==> config.mk <==
export PLATFORM = sky130hd
export DESIGN_NAME = hsl_top
export DESIGN_NICKNAME = d
export VERILOG_FILES = /design/src/rtl/hsl_top.v /design/src/rtl/hsl_tx.v
export VERILOG_INCLUDE_DIRS = /design/src /design/src/rtl
export SDC_FILE = /design/constraint.sdc
export NUM_CORES = 1
export LEC_CHECK = 0
export BUFFER_PORTS_ARGS = -buffer_cell sky130_fd_sc_hd__buf_2
export CAP_MARGIN = 25
export CORE_MARGIN = 4
export CORE_UTILIZATION = 25
export DETAILED_ROUTE_END_ITERATION = 16
export PLACE_DENSITY_LB_ADDON = 0.25
export SLEW_MARGIN = 20
export SYNTH_ARGS = -nofsm -noshare
export SYNTH_HDL_FRONTEND = slang
export SYNTH_HIERARCHICAL = 1
export SYNTH_SLANG_ARGS = --single-unit
==> constraint.sdc <==
create_clock -name core_clk -period 3.6 [get_ports core_clk]
set_clock_uncertainty 0.2 [all_clocks]
set_input_delay 0.36 -clock core_clk [delete_from_list [all_inputs] [get_ports core_clk]]
set_output_delay 0.36 -clock core_clk [all_outputs]
set_load 0.02 [all_outputs]
==> src/rtl/hsl_map.vh <==
// Purpose: Constants for the host serial link with modem control lines.
// Assumes: Core clock of 125 MHz.
// Notes:   Definitions only.
`ifndef HSL_MAP_VH
`define HSL_MAP_VH
// ***************************************************************
// Framing and timing
// ***************************************************************
`define HSL_CLK_HZ        125000000
`define HSL_DEF_BAUD      115200
`define HSL_DATA_BITS     8
`define HSL_LINE_IDLE     1'b1
`define HSL_START_LEVEL   1'b0
`define HSL_STOP_LEVEL    1'b1
`define HSL_DIV_W         20
// Divisor for the default rate at the core clock, clk/baud - 1.
`define HSL_DEF_DIV       20'h0043C
// ***************************************************************
// Receive state codes
// ***************************************************************
`define HSL_RX_IDLE       2'h0
`define HSL_RX_START      2'h1
`define HSL_RX_DATA       2'h2
`define HSL_RX_STOP       2'h3
`endif

==> src/rtl/hsl_top.v <==
// Purpose: Device end of the main host serial link with RS-232 modem lines.
// Assumes: All inputs synchronous to core_clk; baud_div = clk/baud - 1.
// Notes:   Line names follow the host view.
//
// Operation
// - Rates 300 to 3250000 bit/s chosen by a divisor matched at both ends.
// - Eight wires: data pair, RTS/CTS, DTR/DSR, carrier detect, ring indicate.
// - Host transmit line is our input; host receive line is our output.
// - Clear to send asserted only while a character can be accepted, in command or data mode.
// - Active-low terminal ready blocks sleep, wakes us and selects data mode; release returns to command mode.
// - Ring indicate asserted on incoming call or message events.
// - Carrier detect held while a data connection is in progress.
// - Set ready asserted while the serial interface is on.
`timescale 1ns/10ps
`include "hsl_map.vh"
module hsl_top #(
   parameter [`HSL_DIV_W-1:0] DEF_DIV = `HSL_DEF_DIV
) (
   input  wire                   core_clk,
   input  wire                   reset_n,
   input  wire [`HSL_DIV_W-1:0]  baud_div,
   input  wire                   host_transmit_data_in,
   output wire                   host_receive_data_out,
   input  wire                   host_request_to_send_in,
   output wire                   module_clear_to_send_out,
   input  wire                   terminal_ready_n_in,
   output reg                    set_ready_out,
   output reg                    carrier_detect_out,
   output reg                    ring_indicate_out,
   input  wire                   interface_on,
   input  wire                   connection_active,
   input  wire                   ring_event,
   input  wire                   sleep_request,
   output reg                    sleep_active,
   output reg                    wake_pulse,
   output reg                    command_mode,
   output reg  [7:0]             rx_data,
   output reg                    rx_valid,
   output reg                    rx_frame_error,
   input  wire                   rx_ready,
   input  wire                   tx_valid,
   input  wire [7:0]             tx_data,
   output wire                   tx_ready
);
   // ***************************************************************
   // Receiver
   // ***************************************************************
   reg  [1:0]            st_q;
   reg  [`HSL_DIV_W-1:0] cnt_q;
   reg  [3:0]            bit_q;
   reg  [7:0]            shf_q;
   reg                   dtr_q;
   reg                   ring_q;
   wire [`HSL_DIV_W-1:0] div;

   // A zero divisor is treated as unset and falls back to the default rate.
   assign div = (baud_div == {`HSL_DIV_W{1'b0}}) ? DEF_DIV : baud_div;

   // An unread character blocks new input, so the host is held off first.
   assign module_clear_to_send_out = set_ready_out & ~rx_valid &
                                     (st_q == `HSL_RX_IDLE);

   always @(posedge core_clk or negedge reset_n) begin
      if (!reset_n) begin
         st_q           <= `HSL_RX_IDLE;
         cnt_q          <= {`HSL_DIV_W{1'b0}};
         bit_q          <= 4'h0;
         shf_q          <= 8'h00;
         rx_data        <= 8'h00;
         rx_valid       <= 1'b0;
         rx_frame_error <= 1'b0;
      end else begin
         if (rx_valid && rx_ready) begin
            rx_valid <= 1'b0;
         end
         case (st_q)
            `HSL_RX_IDLE: begin
               if (host_transmit_data_in == `HSL_START_LEVEL) begin
                  st_q  <= `HSL_RX_START;
                  cnt_q <= {1'b0, div[`HSL_DIV_W-1:1]};
               end
            end
            `HSL_RX_START: begin
               if (cnt_q != {`HSL_DIV_W{1'b0}}) begin
                  cnt_q <= cnt_q - 1'b1;
               end else if (host_transmit_data_in != `HSL_START_LEVEL) begin
                  st_q <= `HSL_RX_IDLE;
               end else begin
                  st_q  <= `HSL_RX_DATA;
                  cnt_q <= div;
                  bit_q <= 4'h0;
               end
            end
            `HSL_RX_DATA: begin
               if (cnt_q != {`HSL_DIV_W{1'b0}}) begin
                  cnt_q <= cnt_q - 1'b1;
               end else begin
                  shf_q <= {host_transmit_data_in, shf_q[7:1]};
                  cnt_q <= div;
                  bit_q <= bit_q + 4'h1;
                  if (bit_q == 4'h7) begin
                     st_q <= `HSL_RX_STOP;
                  end
               end
            end
            `HSL_RX_STOP: begin
               if (cnt_q != {`HSL_DIV_W{1'b0}}) begin
                  cnt_q <= cnt_q - 1'b1;
               end else begin
                  st_q           <= `HSL_RX_IDLE;
                  rx_data        <= shf_q;
                  rx_valid       <= 1'b1;
                  rx_frame_error <= (host_transmit_data_in != `HSL_STOP_LEVEL);
               end
            end
            default: begin
               st_q <= `HSL_RX_IDLE;
            end
         endcase
      end
   end

   // ***************************************************************
   // Modem control lines
   // ***************************************************************
   always @(posedge core_clk or negedge reset_n) begin
      if (!reset_n) begin
         set_ready_out      <= 1'b0;
         carrier_detect_out <= 1'b0;
         ring_indicate_out  <= 1'b0;
         ring_q             <= 1'b0;
         dtr_q              <= 1'b1;
         sleep_active       <= 1'b0;
         wake_pulse         <= 1'b0;
         command_mode       <= 1'b1;
      end else begin
         set_ready_out      <= interface_on;
         carrier_detect_out <= connection_active;
         ring_q             <= ring_event;
         ring_indicate_out  <= ring_event | ring_q;
         dtr_q              <= terminal_ready_n_in;
         wake_pulse         <= sleep_active & ~terminal_ready_n_in;
         if (!terminal_ready_n_in) begin
            sleep_active <= 1'b0;
         end else if (sleep_request) begin
            sleep_active <= 1'b1;
         end
         if (dtr_q && !terminal_ready_n_in) begin
            command_mode <= 1'b0;
         end else if (!dtr_q && terminal_ready_n_in) begin
            command_mode <= 1'b1;
         end
      end
   end

   // ***************************************************************
   // Transmitter
   // ***************************************************************
   hsl_tx u_tx (
      .core_clk                (core_clk),
      .reset_n                 (reset_n),
      .baud_div                (div),
      .host_request_to_send_in (host_request_to_send_in),
      .tx_valid                (tx_valid),
      .tx_data                 (tx_data),
      .tx_ready                (tx_ready),
      .host_receive_data_out   (host_receive_data_out)
   );
endmodule // hsl_top

==> src/rtl/hsl_tx.v <==
// Purpose: Character transmitter toward the host, 8N1, LSB first.
// Assumes: Baud divisor stays stable while a character is in flight.
// Notes:   Start is refused while the host withholds request to send.
`timescale 1ns/10ps
`include "hsl_map.vh"
module hsl_tx (
   input  wire                   core_clk,
   input  wire                   reset_n,
   input  wire [`HSL_DIV_W-1:0]  baud_div,
   input  wire                   host_request_to_send_in,
   input  wire                   tx_valid,
   input  wire [7:0]             tx_data,
   output wire                   tx_ready,
   output reg                    host_receive_data_out
);
   reg  [`HSL_DIV_W-1:0] cnt_q;
   reg  [3:0]            bit_q;
   reg  [8:0]            shf_q;
   reg                   busy_q;

   assign tx_ready = ~busy_q & host_request_to_send_in;

   always @(posedge core_clk or negedge reset_n) begin
      if (!reset_n) begin
         cnt_q                 <= {`HSL_DIV_W{1'b0}};
         bit_q                 <= 4'h0;
         shf_q                 <= 9'h1FF;
         busy_q                <= 1'b0;
         host_receive_data_out <= 1'b1;
      end else if (!busy_q) begin
         host_receive_data_out <= `HSL_LINE_IDLE;
         if (tx_valid && tx_ready) begin
            busy_q                <= 1'b1;
            shf_q                 <= {`HSL_STOP_LEVEL, tx_data};
            host_receive_data_out <= `HSL_START_LEVEL;
            cnt_q                 <= baud_div;
            bit_q                 <= 4'h0;
         end
      end else if (cnt_q != {`HSL_DIV_W{1'b0}}) begin
         cnt_q <= cnt_q - 1'b1;
      end else if (bit_q == 4'h9) begin
         busy_q                <= 1'b0;
         host_receive_data_out <= `HSL_LINE_IDLE;
      end else begin
         host_receive_data_out <= shf_q[0];
         shf_q                 <= {1'b1, shf_q[8:1]};
         bit_q                 <= bit_q + 4'h1;
         cnt_q                 <= baud_div;
      end
   end
endmodule // hsl_tx

Word-level counts from Yosys, hierarchy flattened
Cells that the tools add are included.
{"block": "totals", "inputBits": 39, "regBits": 87, "word_cells": 116}
{"block": "op_classes", "addsub": 4, "n_eq_ne": 17, "bitwise_logic": 10, "n_reduce_logical": 20, "mux": 45}
{"operator": "$mux W20", "n": 10}
{"operator": "$pmux W20 S4", "n": 1}
{"operator": "$reduce_bool A20 Y1", "n": 2}
{"operator": "$sub A20 B1 Y20 const B", "n": 2}
{"operator": "$mux W9", "n": 4}
{"operator": "$mux W4", "n": 7}
{"operator": "$logic_not A20 Y1", "n": 1}
{"operator": "$ne A2 B2 Y1 const B", "n": 9}
{"operator": "$mux W1", "n": 15}
{"operator": "$mux W2", "n": 6}
{"operator": "$add A4 B1 Y4 const B", "n": 2}
{"operator": "$pmux W2 S4", "n": 1}
{"operator": "$pmux W4 S2", "n": 1}
{"operator": "$ne A3 B3 Y1 const B", "n": 2}
{"operator": "$reduce_and A2 Y1", "n": 3}
{"operator": "$reduce_and A3 Y1", "n": 2}
{"operator": "$reduce_bool A2 Y1", "n": 3}
{"operator": "$not A1 Y1", "n": 5}
{"operator": "$reduce_and A5 Y1", "n": 1}
{"operator": "$and A1 B1 Y1", "n": 4}
{"operator": "$eq A2 B2 Y1 const B", "n": 2}
{"operator": "$eq A4 B3 Y1 const B", "n": 1}
{"operator": "$eq A4 B4 Y1 const B", "n": 1}
{"operator": "$logic_and A1 B1 Y1", "n": 4}
{"operator": "6 further kinds", "n": 7}

Logic depth before layout (Yosys ltp)
Gate-level depths: netlist (run 1).
{"block": "logic_depth", "word_depth": 5, "mapped_depth": 10}

Hierarchy
The synthesis (run 1) kept the hierarchy.
{"mod": "hsl_top", "instances": 1, "cells_per_inst": 354, "area_per_inst_um2": 3299.4, "seq_area_each_um2": 1303.8}
{"mod": "hsl_tx", "instances": 1, "cells_per_inst": 220, "area_per_inst_um2": 2000.7, "seq_area_each_um2": 862.1}

Worst setup path after synthesis (run 1)
Ideal clock, no wire load.
{"block": "synth_path", "path_kind": "flip-flop to flip-flop", "from": "reg u_tx.cnt_q[0]", "to": "reg u_tx.cnt_q[17]", "setup_slack_ps": 821, "path_stages_with_launch": 10, "t_arrival_ps": 2455, "setup_ps": 124, "n_path_buf": 2, "path_cell_list": "dfrtp_1 -> inv_1 -> ha_1 -> or4b_4 -> or4_1 -> buf_2 -> o21a_1 -> buf_6 -> o221a_1 -> a211o_1"}
{"block": "synth_via", "elab_chain_cells": 3}
{"item": "start: declaration", "line": "hsl_tx.v:16", "text": "reg [`HSL_DIV_W-1:0] cnt_q;"}
{"item": "start signal: assignment", "line": "hsl_tx.v:25", "text": "cnt_q <= {`HSL_DIV_W{1'b0}};"}
{"item": "start signal: assignment", "line": "hsl_tx.v:36", "text": "cnt_q <= baud_div;"}
{"item": "start signal: assignment", "line": "hsl_tx.v:40", "text": "cnt_q <= cnt_q - 1'b1;"}
{"item": "$sub A20 B1 Y20 or $reduce_bool A20 Y1 (tied branches)", "line": "hsl_tx.v:40, hsl_tx.v:39"}
{"item": "$mux W20 or $ne A3 B3 Y1 (tied branches)"}
{"item": "$mux W20 or $reduce_and A2 Y1 (tied branches)"}
Parallel ways exist; a longest one is shown, timed or not.
A chain may end at the register's enable or synchronous reset.

==> parameters.txt, run 1 <==
Parameter                              Value

Floorplanning
  Initial core utilization    0.2529
  Overall die area    between 20000 and 25000 um2
  Number of placed I/O pins    58
  FP Rows    53
  Vertical extent of the die    around 150 um
  Core Box Area    ~21000 um2
  Die width    ~150 um

Clocking
  Postcts setup bufs    0
  Total CTS buffers    9
  Count of cells resized by post-cts repair    0
  Number of levels the H-tree was split into    3
  Number of sinks on the clock net    86
  Clock transition at the registers of the reported paths    approximately 0.070 ns
  Max Root-Sink Buffers    2
  CTS tree    yes
  CTS root buffer    sky130_fd_sc_hd__clkbuf_16
  Clock latency of the later-clocked register in the worst-skew pair    roughly 0.34 ns
  Hold bufs inserted after CTS    5

Hold path
  Min-delay worst type    input port to register

STA
  Final-report max-slew violation count    0
  Actual transition at the worst max-transition pin    ~0.83 ns
  Highest achievable clock rate    between 300 and 400 MHz
  Setup repair after global routing missed its margin    false
  Clock period minus final worst setup slack    between 3 and 4 ns
  Share of the cycle needed by the critical path after routing    0.8924
  Number of failing hold endpoints at the final stage    0
  Final worst slack    a little under 0.4 ns
  Total negative slack    0 ns
  Worst slack on hold paths    ~0.025 ns
  Setup violation total in the final timing report    0
  Worst-case headroom to the max-slew limit    0.4467

Pwr
  Areal power density over the cells    between 600 and 700 nW/um2
  Static leakage    about 2.6 nW
  Proportion of power drawn by the clock network    0.267
  Overall power after layout    0.003889 W
  Proportion of total power due to net switching    0.3912
  Part of the total power dissipated in sequential elements    0.346
  Cell internal power dissipation    between 0.002 and 0.0025 W
  Share of total power in combinational logic    0.386
  Net switching power figure    0.001521 W
  Worst VDD drop    between 0.0002 and 0.00025 V

Cells and area
  Highest-count cells in the layout ignoring fill and taps    sky130_fd_sc_hd__dfrtp_1, sky130_fd_sc_hd__buf_2, sky130_fd_sc_hd__nand2_1
  Post-route standard cell area excluding fillers    a little over 6000 um2
  Final #Nets    between 600 and 700
  Proportion of layout cells with a drive suffix above 1    0.2194
  Most common library cell in the layout ignoring fill and taps    sky130_fd_sc_hd__dfrtp_1
  Antenna diode count    0
  Area grow syn2layout    17.26%

Critical path
  Reg2Reg Capture Point    cnt_q[5]
  Kind of cell with the highest combined delay on the critical path    simple AND/OR/NAND/NOR gates
  Slowest cell on the critical path    sky130_fd_sc_hd__or4_1
  Max FO, Critical Path    19
  Type of the worst setup path    register to register
  Worst Path Arrival    between 3 and 4 ns
  Type of element launching the critical path    register
  Required time of the critical path    approximately 3.7 ns
  Worst setup path end    cnt_q[5]
  Reg-to-reg setup timing slack    0.39 ns
  Worst path depth    6
  Cell breakdown of the critical path    or4_1, or4_4, o31a_1, buf_4, mux2i_1, a31oi_1
  Worst setup path start    cnt_q[11]
  Critical R2R Launch    cnt_q[11]
  Crit. End Element    register
  Depth of the worst register-to-register path    6
  Buffering stage count on the worst path with inverters included    1
  Stage delay of the slowest cell on the critical path    0.68 ns

Global routing
  Total routing usage reported by global routing    0.1319
  Global-route wire length before repair    ~26 mm
  Maximum number of pins on one net before global-route repair    47
  Global route overflow    0
  Antenna violations before repair    0
  Via count of the first global-routing pass    between 4000 and 5000

Synthesis
  Post-synthesis instance area    between 5000 and 6000 um2
  Number of enable-type register cells in the synthesized netlist    0
  Mean instance size in the synthesized netlist    roughly 9.2 um2
  Unique masters post-synth    slightly below 80
  Post-synthesis async set-or-reset flop share    1.000
  Part of the Yosys area used for sequential elements    0.4086
  Syn Inst Count    about 570
  Synthesized flop and latch total    86
  Most frequently used flop master after synthesis    sky130_fd_sc_hd__dfrtp_1
  Yosys warns    6
  Post-synth net total    around 630

Route
  Routed Antenna Nets    0
  Vias per inst    5.341
  Routed wire length per instance    ~17 um
  Final WL    15.61 mm
  Total length of routed met3 wires    about 680 um
  Total vias in the final route    roughly 4800
  Length of routed met2 wiring    around 8 mm
  Routed metal-1 wire length    6.845 mm
  First-pass detailed-route iteration total    5
  Starting DRT DRC Count    453
  DRC violation count after routing    0
  Top sig layer    met4

Job
  Maximum Capacitance Violations    0

Placement
  Global placer's final weighted congestion    0.8569
  Placed Instance Area    slightly below 6000 um2
  Number of I/O port buffers    between 50 and 60
  Setup slack after placement    ~0.47 ns
  Final HPWL DP    roughly 11 mm

Status
  Status    finished clean
layout make-up:
cell class / instances / area [um2]
Fill cell: 2253 / 14740
Multi-Input combinational cell: 413 / 2814
Sequential cell: 86 / 2166
Timing Repair Buffer: 79 / 465.4
Tap cell: 275 / 344.1
Clock buffer: 9 / 225.2
Clock inverter: 7 / 102.6
Inverter: 26 / 97.59
flip-flops by register name, indices dropped and copies added, names as in the netlist, 4 cells and up, named ones only:
name,cells
u_tx/bit_q,4
u_tx/shf_q,8
cnt_q,20
u_tx/cnt_q,20
bit_q,4
shf_q,8
rx_data,8
worst min path at each step:
stage,depth (start not counted),start,slack [ns],end
2_1_floorplan,0,reset_n,-0.14,async pin
6_report,2,rx_ready,0.03,rx_valid
3_3_place_gp,1,reset_n,0.22,sleep_active
3_5_place_dp,1,reset_n,0.23,sleep_active
4_1_cts,2,rx_ready,0.01,rx_valid
5_1_grt,2,rx_ready,0.04,rx_valid
synth_stat cells, types with 3 or more instances:
master	n	share of area
sky130_fd_sc_hd__and2_1	3	0.0035
sky130_fd_sc_hd__a32o_1	6	0.011
sky130_fd_sc_hd__nor4_2	3	0.0071
sky130_fd_sc_hd__a221oi_1	7	0.012
sky130_fd_sc_hd__xnor2_1	4	0.0066
sky130_fd_sc_hd__a32oi_1	4	0.0066
sky130_fd_sc_hd__buf_6	3	0.0064
sky130_fd_sc_hd__ha_1	12	0.028
sky130_fd_sc_hd__o211ai_1	7	0.0099
sky130_fd_sc_hd__or3_1	11	0.013
sky130_fd_sc_hd__inv_1	26	0.018
sky130_fd_sc_hd__nor4_1	14	0.017
sky130_fd_sc_hd__a31oi_1	10	0.012
sky130_fd_sc_hd__xor2_1	4	0.0066
sky130_fd_sc_hd__nand2b_1	17	0.020
sky130_fd_sc_hd__o21ai_0	30	0.028
sky130_fd_sc_hd__a21o_1	6	0.0085
sky130_fd_sc_hd__mux2_2	16	0.034
sky130_fd_sc_hd__mux2i_1	5	0.0094
sky130_fd_sc_hd__o31a_1	8	0.013
sky130_fd_sc_hd__a311oi_1	9	0.015
sky130_fd_sc_hd__a221o_1	6	0.011
sky130_fd_sc_hd__buf_2	10	0.0094
sky130_fd_sc_hd__a21oi_1	18	0.017
sky130_fd_sc_hd__nor2b_1	4	0.0047
sky130_fd_sc_hd__o22ai_1	6	0.0071
sky130_fd_sc_hd__or4_1	8	0.011
sky130_fd_sc_hd__nor2_1	34	0.024
sky130_fd_sc_hd__dfstp_2	11	0.055
sky130_fd_sc_hd__dfrtp_1	75	0.35
sky130_fd_sc_hd__and3_1	8	0.0094
sky130_fd_sc_hd__o31ai_1	8	0.011
sky130_fd_sc_hd__nand3_1	15	0.014
sky130_fd_sc_hd__or2_2	7	0.0083
sky130_fd_sc_hd__nand2_1	39	0.028
sky130_fd_sc_hd__clkbuf_1	35	0.025
sky130_fd_sc_hd__nor3_1	21	0.020
sky130_fd_sc_hd__o21ai_1	11	0.010
power groups by stage:
stage | combinational [W] | clock [W] | sequential (W)
after detailed placement | 0.00146 | 0 | 0.00136
after CTS | 0.00148 | 0.00108 | 0.00134
after floorplan | 0.00112 | 0 | 0.00129
after global routing | 0.00166 | 0.00112 | 0.00138
after global placement | 0.00144 | 0 | 0.00135
final | 0.00150 | 0.00104 | 0.00135
layer usage:
metal	track usage	vias up
met2	0.2267	131
met5	0	-
li1	-	2232
met4	0.04794	0
met3	0.02139	23
met1	0.1672	2394
metrics by stage:
stage | util | instances
final | 0.2966 | 895
after detailed placement | 0.2782 | 873
after global placement | 0.2782 | 873
after CTS | 0.2962 | 894
after global routing | 0.2966 | 895
after floorplan | - | 574
cell families (layout without fill, tap and decap cells):
family / count (synthesis) / in the layout / synth area share
multiplexers: 23 / 23 / 0.04839
AO/OA/AOI/OAI: 171 / 171 / 0.2361
adder cells (fa/ha/maj): 12 / 12 / 0.02833
flip-flops: 86 / 86 / 0.4086
XOR/XNOR: 8 / 8 / 0.01322
AND/OR/NAND/NOR: 199 / 199 / 0.2049
buffers and inverters: 75 / 121 / 0.06043
Power figures use the tool's default switching activity.
==> inputs of run 2 (changes only) <==
--- a/config.mk
+++ b/config.mk
@@ -8,6 +8,8 @@
 export LEC_CHECK = 0
 export BUFFER_PORTS_ARGS = -buffer_cell sky130_fd_sc_hd__buf_2
 export CAP_MARGIN = 25
+export CELL_PAD_IN_SITES_DETAIL_PLACEMENT = 1
+export CELL_PAD_IN_SITES_GLOBAL_PLACEMENT = 1
 export CORE_MARGIN = 4
 export CORE_UTILIZATION = 25
 export DETAILED_ROUTE_END_ITERATION = 16
==> run 2 against run 1 <==
Net effect:
- design area increased by 0.68%
- clock power about the same
- routed wire length up 9.7%
- critical endpoint is now cnt_q[7]
- largest power group unchanged
==> parameters.txt, run 2 (synthesized netlist as in run 1, its figures left out) <==
Parameter                              Value

Clocking
  Clock transition at the registers of the reported paths    0.07 ns (about the same)
  Number of sinks on the clock net    86 (unchanged)
  Total CTS buffers    9 (unchanged)
  Max Root-Sink Buffers    2 (unchanged)
  Number of levels the H-tree was split into    3 (unchanged)
  CTS root buffer    sky130_fd_sc_hd__clkbuf_16
  CTS tree    yes
  Postcts setup bufs    0 (unchanged)
  Clock latency of the later-clocked register in the worst-skew pair    0.36 ns (+0.02 ns)

Cells and area
  Antenna diode count    0 (unchanged)
  Highest-count cells in the layout ignoring fill and taps    sky130_fd_sc_hd__dfrtp_1, sky130_fd_sc_hd__buf_2, sky130_fd_sc_hd__nand2_1
  Final cell count without fillers    901 (+0.67%)
  Filler cell count    2480 (+10%)
  Proportion of layout cells with a drive suffix above 1    0.2252 (+0.005885)
  Most common library cell in the layout ignoring fill and taps    sky130_fd_sc_hd__dfrtp_1
  Area grow syn2layout    18.06%
  Final #Nets    672 (+0.90%)
  Biggest registers after layout    cnt_q: 20 flops, u_tx/cnt_q: 20 flops

Critical path
  Worst path depth    5 (-1)
  Type of the worst setup path    register to register
  Critical R2R Launch    cnt_q[11]
  Stage delay of the slowest cell on the critical path    0.70 ns (+0.02 ns)
  Crit. End Element    register
  Slowest cell on the critical path    sky130_fd_sc_hd__or4_1
  Buffering stage count on the worst path with inverters included    1 (unchanged)
  Required time of the critical path    3.64 ns (-0.02 ns)
  Reg2Reg Capture Point    cnt_q[7]
  Reg-to-reg setup timing slack    0.42 ns (+0.03 ns)
  Worst setup path start    cnt_q[11]
  Cell breakdown of the critical path    or4_1, or4_4, o31a_1, buf_4, a32o_1
  Depth of the worst register-to-register path    5 (-1)
  Type of element launching the critical path    register
  Kind of cell with the highest combined delay on the critical path    simple AND/OR/NAND/NOR gates
  Worst setup path end    cnt_q[7]
  Max FO, Critical Path    16 (-3)
  Worst Path Arrival    3.22 ns (-0.05 ns)

STA
  Total negative slack    0 ns (unchanged)
  Number of failing hold endpoints at the final stage    0 (unchanged)
  Highest achievable clock rate    314.5 MHz (+1.0%)
  Setup repair after global routing missed its margin    false
  Final-report max-slew violation count    0 (unchanged)
  Setup violation total in the final timing report    0 (unchanged)
  Worst-case headroom to the max-slew limit    0.4997 (+0.05305)
  Share of the cycle needed by the critical path after routing    0.8832 (-0.009189)
  Clock period minus final worst setup slack    3.179 ns (-0.03308 ns)
  Actual transition at the worst max-transition pin    0.7504 ns (-0.07957 ns)

Floorplanning
  Initial core utilization    0.2529 (unchanged)
  Number of placed I/O pins    58 (unchanged)
  Core Box Area    20960 um2 (unchanged)
  Overall die area    23590 um2 (unchanged)
  Vertical extent of the die    153.6 um (unchanged)
  Die width    153.6 um (unchanged)
  FP Rows    53 (unchanged)

Pwr
  Cell internal power dissipation    0.002322 W (-1.9%)
  Proportion of power drawn by the clock network    0.263 (-0.004)
  Worst VDD drop    0.0004002 V (+78%)
  Net switching power figure    0.001589 W (+4.4%)
  Proportion of total power due to net switching    0.4063 (+0.01506)
  Share of total power in combinational logic    0.391 (+0.005)
  Part of the total power dissipated in sequential elements    0.347 (about the same)
  Static leakage    2.624 nW (+1.2%)
  Areal power density over the cells    625.0 nW/um2 (-0.12%)

Global routing
  Global route overflow    0 (unchanged)
  Antenna violations before repair    0 (unchanged)
  Global-route wire length before repair    27.97 mm (+9.6%)
  Via count of the first global-routing pass    5077 (+5.8%)
  Total routing usage reported by global routing    0.1461 (+0.01427)
  Maximum number of pins on one net before global-route repair    46 (-2.1%)

Route
  Vias per inst    5.248 (-1.7%)
  Starting DRT DRC Count    187 (-59%)
  Routed Antenna Nets    0 (unchanged)
  Routed wire length per instance    19.00 um (+8.9%)
  First-pass detailed-route iteration total    4 (-1)
  Total vias in the final route    4728 (-1.1%)
  DRC violation count after routing    0 (unchanged)
  Final WL    17.12 mm (+9.7%)

Hold path
  Min-delay worst type    input port to register
  Worst Hold Depth    3 (+1)

Placement
  Number of I/O port buffers    57 (unchanged)
  Global placer's final weighted congestion    0.8404 (-1.9%)
  Final HPWL DP    12.63 mm (+10%)
  Placed Instances    878 (+0.57%)

Status
  Status    finished clean

Job
  Maximum Capacitance Violations    0 (unchanged)
[run 2: changes by cell type in the layout (fill, tap and decap cells not counted), sizes merged]
cell	before	now
clkbuf	10	9
clkinvlp	1	0
inv	29	32
bufinv	2	1
clkinv	1	0
dlygate4sd3	5	6
buf	73	79
[run 2: per-layer routing]
metal  wire, um  up-vias  global-route usage
li1           -     2246                   -
met5          0        -                   0
met4        133        0             0.02733
met3        697       11             0.03349
met1       7859     2398              0.1928
met2       8427       73              0.2478
[run 2: what timing repair did]
item / 4_1_cts / 5_1_grt
endpoints found under the hold margin: 46 / 0
hold buffers: 6 / 0
endpoints found under the setup margin: 0 / 0
gates resized for setup: 0 / 0
[run 2: layout make-up]
cell class                      instances  area [um2]  area share
Tap cell                              275       344.1     0.05499
Sequential cell                        86        2166      0.3461
Clock inverter                          7       85.08     0.01360
Multi-Input combinational cell        413        2814      0.4497
Clock buffer                            9       225.2     0.03599
Inverter                               26       97.59     0.01560
Timing Repair Buffer                   85       525.5     0.08398
[run 2: power by group through the flow]
stage	sequential [W]	combinational (W)	clock [W]
final	0.00136	0.00153	0.00103
after global routing	0.00139	0.00170	0.00110
after CTS	0.00135	0.00152	0.00106
after detailed placement	0.00137	0.00151	0
after global placement	0.00136	0.00147	0
after floorplan	0.00129	0.00112	0
[run 2: stage by stage]
stage	hold slack [ns]	area [um2]	utilization	power (W)	setup slack, ns
2_1_floorplan	-0.1356	5300	-	0.002414	0.8210
3_3_place_gp	0.1862	5879	0.2806	0.002823	0.4966
3_5_place_dp	0.2020	5879	0.2806	0.002880	0.4411
4_1_cts	0.03663	6250	0.2982	0.003942	0.4192
5_1_grt	0.04535	6257	0.2986	0.004190	0.2701
6_report	0.05210	6257	0.2986	0.003910	0.4206
[run 2: tightest hold or removal path, delay by kind of cell]
family                 cells  cell delay [ns]
buffers and inverters      1             0.09
and+or+nand+nor            1             0.10
AOI/OAI and AO/OA          1             0.05
[run 2: worst min path at each step]
stage,from,to,slack (ns)
detailed placement,reset_n,cnt_q[8],0.20
finish,tx_data[7],u_tx/shf_q[7],0.05
CTS,tx_data[7],u_tx/shf_q[7],0.04
global route,tx_data[7],u_tx/shf_q[7],0.05
global placement,reset_n,cnt_q[7],0.19
floorplan,reset_n,async pin,-0.14
==> inputs of run 3 (changes only) <==
--- a/config.mk
+++ b/config.mk
@@ -7,9 +7,6 @@
 export NUM_CORES = 1
 export LEC_CHECK = 0
 export BUFFER_PORTS_ARGS = -buffer_cell sky130_fd_sc_hd__buf_2
-export CAP_MARGIN = 25
-export CELL_PAD_IN_SITES_DETAIL_PLACEMENT = 1
-export CELL_PAD_IN_SITES_GLOBAL_PLACEMENT = 1
 export CORE_MARGIN = 4
 export CORE_UTILIZATION = 25
 export DETAILED_ROUTE_END_ITERATION = 16
==> run 3 against run 2 <==
Net effect:
- combinational power shrank 3%
- fmax is 0.95% lower
- sequential power about the same
- largest power group unchanged
- via count rose by 0.89%
- flip-flop and latch count stayed put
- die area is the same
- non-clock buffer count shrank 7
- hold slack got worse by 0.027 ns
- total power shrank 0.74%
==> parameters.txt, run 3 (synthesized netlist as in run 1, its figures left out) <==
Parameter                              Value

Global routing
  Total routing usage reported by global routing    0.1319 (-0.01427)
  Global-route wire length before repair    25.52 mm (-8.8%)
  Global route overflow    0 (unchanged)
  Maximum number of pins on one net before global-route repair    47 (+2.2%)
  Antenna violations before repair    0 (unchanged)
  Via count of the first global-routing pass    4797 (-5.5%)

Floorplanning
  Number of placed I/O pins    58 (unchanged)
  Die width    153.6 um (unchanged)
  Overall die area    23590 um2 (unchanged)
  Vertical extent of the die    153.6 um (unchanged)
  FP Rows    53 (unchanged)
  Initial core utilization    0.2529 (unchanged)
  Core Box Area    20960 um2 (unchanged)

Pwr
  Overall power after layout    0.003882 W (-0.74%)
  Areal power density over the cells    625.3 nW/um2 (about the same)
  Static leakage    2.589 nW (-1.4%)
  Worst VDD drop    0.0002246 V (-44%)

Clocking
  Clock latency of the later-clocked register in the worst-skew pair    0.34 ns (-0.02 ns)
  Max Root-Sink Buffers    2 (unchanged)
  Number of sinks on the clock net    86 (unchanged)
  CTS root buffer    sky130_fd_sc_hd__clkbuf_16
  Clock transition at the registers of the reported paths    0.07 ns (about the same)
  Total CTS buffers    9 (unchanged)
  Number of levels the H-tree was split into    3 (unchanged)
  CTS tree    yes

Route
  Vias per inst    5.336 (+1.7%)
  First-pass detailed-route iteration total    7 (+3)
  Routed wire length per instance    17.51 um (-7.8%)
  Final WL    15.65 mm (-8.6%)
  Starting DRT DRC Count    432 (+130%)
  Routed Antenna Nets    0 (unchanged)
  DRC violation count after routing    0 (unchanged)
  Total vias in the final route    4770 (+0.89%)

Cells and area
  Final #Nets    665 (-1.0%)
  Filler cell count    2252 (-9.2%)
  Most common library cell in the layout ignoring fill and taps    sky130_fd_sc_hd__dfrtp_1
  Antenna diode count    0 (unchanged)
  Proportion of layout cells with a drive suffix above 1    0.2181 (-0.007146)
  Biggest registers after layout    cnt_q: 20 flops, u_tx/cnt_q: 20 flops
  Final cell count without fillers    894 (-0.78%)
  Highest-count cells in the layout ignoring fill and taps    sky130_fd_sc_hd__dfrtp_1, sky130_fd_sc_hd__buf_2, sky130_fd_sc_hd__nand2_1
  Area grow syn2layout    17.12%

Critical path
  Type of element launching the critical path    register
  Critical R2R Launch    cnt_q[11]
  Max FO, Critical Path    19 (+3)
  Worst Path Arrival    3.27 ns (+0.05 ns)
  Depth of the worst register-to-register path    6 (+1)
  Type of the worst setup path    register to register
  Worst setup path start    cnt_q[11]
  Reg-to-reg setup timing slack    0.39 ns (-0.03 ns)
  Crit. End Element    register
  Required time of the critical path    3.66 ns (+0.02 ns)

Placement
  Global placer's final weighted congestion    0.8569 (+2.0%)
  Number of I/O port buffers    57 (unchanged)
  Placed Instances    873 (-0.57%)
  Final HPWL DP    11.44 mm (-9.4%)

STA
  Clock period minus final worst setup slack    3.210 ns (+0.03053 ns)
  Share of the cycle needed by the critical path after routing    0.8916 (+0.008482)
  Highest achievable clock rate    311.5 MHz (-0.95%)
  Number of failing hold endpoints at the final stage    0 (unchanged)
  Final-report max-slew violation count    0 (unchanged)
  Worst slack on hold paths    0.02516 ns (-0.02694 ns)
  Setup violation total in the final timing report    0 (unchanged)
  Setup repair after global routing missed its margin    false
  Actual transition at the worst max-transition pin    1.116 ns (+0.3657 ns)
  Total negative slack    0 ns (unchanged)
  Worst-case headroom to the max-slew limit    0.2559 (-0.2438)

Job
  Maximum Capacitance Violations    0 (unchanged)

Status
  Status    finished clean

Hold path
  Worst Hold Depth    2 (-1)
  Hold_sp    rx_ready
  Min-delay worst type    input port to register
[run 3: layer usage]
metal	vias to the layer above	global-route usage	wire length (um)
met5	-	0	0
met4	0	0.04794	262
met3	22	0.02139	656
met2	128	0.2267	7855
met1	2390	0.1672	6878
li1	2230	-	-
[run 3: layout make-up]
class,instances,area (um2),share of cell area
Clock inverter,7,102.6,0.01653
Multi-Input combinational cell,413,2814,0.4533
Sequential cell,86,2166,0.3489
Clock buffer,9,225.2,0.03628
Timing Repair Buffer,78,457.9,0.07378
Inverter,26,97.59,0.01572
Tap cell,275,344.1,0.05543
[run 3: per-stage QoR]
| stage | util | cell area (um2) | worst slack, ns |
|---|---|---|---|
| 3_5_place_dp | 0.2782 | 5829 | 0.4714 |
| 2_1_floorplan | - | 5300 | 0.8210 |
| 3_3_place_gp | 0.2782 | 5829 | 0.5106 |
| 4_1_cts | 0.2962 | 6207 | 0.4292 |
| 6_report | 0.2962 | 6207 | 0.3901 |
| 5_1_grt | 0.2962 | 6207 | 0.2664 |
[run 3: path summary, 6_finish.rpt]
check                                                   to
worst max-delay path                              cnt_q[5]
worst min-delay path                              rx_valid
worst max register to register                    cnt_q[5]
worst min register to register           ring_indicate_out
max in group asynchronous       u_tx/host_receive_data_out
min in group asynchronous                ring_indicate_out
[run 3: critical path, cell delays in order, from the launching register on]
cell and delay [ns]:
sky130_fd_sc_hd__dfrtp_1 0.43, sky130_fd_sc_hd__or4_1 0.69, sky130_fd_sc_hd__or4_4 0.63, sky130_fd_sc_hd__o31a_1 0.60, sky130_fd_sc_hd__buf_4 0.28, sky130_fd_sc_hd__mux2i_1 0.12
sky130_fd_sc_hd__a31oi_1 0.17
[run 3: report_power, final]
part	internal [W]	switching, W	total, W
clock network	0.000617	0.000424	0.00104
logic	0.000598	0.000894	0.00149
registers	0.00114	0.000207	0.00135
[run 3: timing repair]
| action | in CTS | in global routing |
|---|---|---|
| gates resized for setup | 0 | 0 |
| hold buffers | 5 | 0 |
| setup buffers | 0 | 0 |
| endpoints found under the hold margin | 41 | 0 |
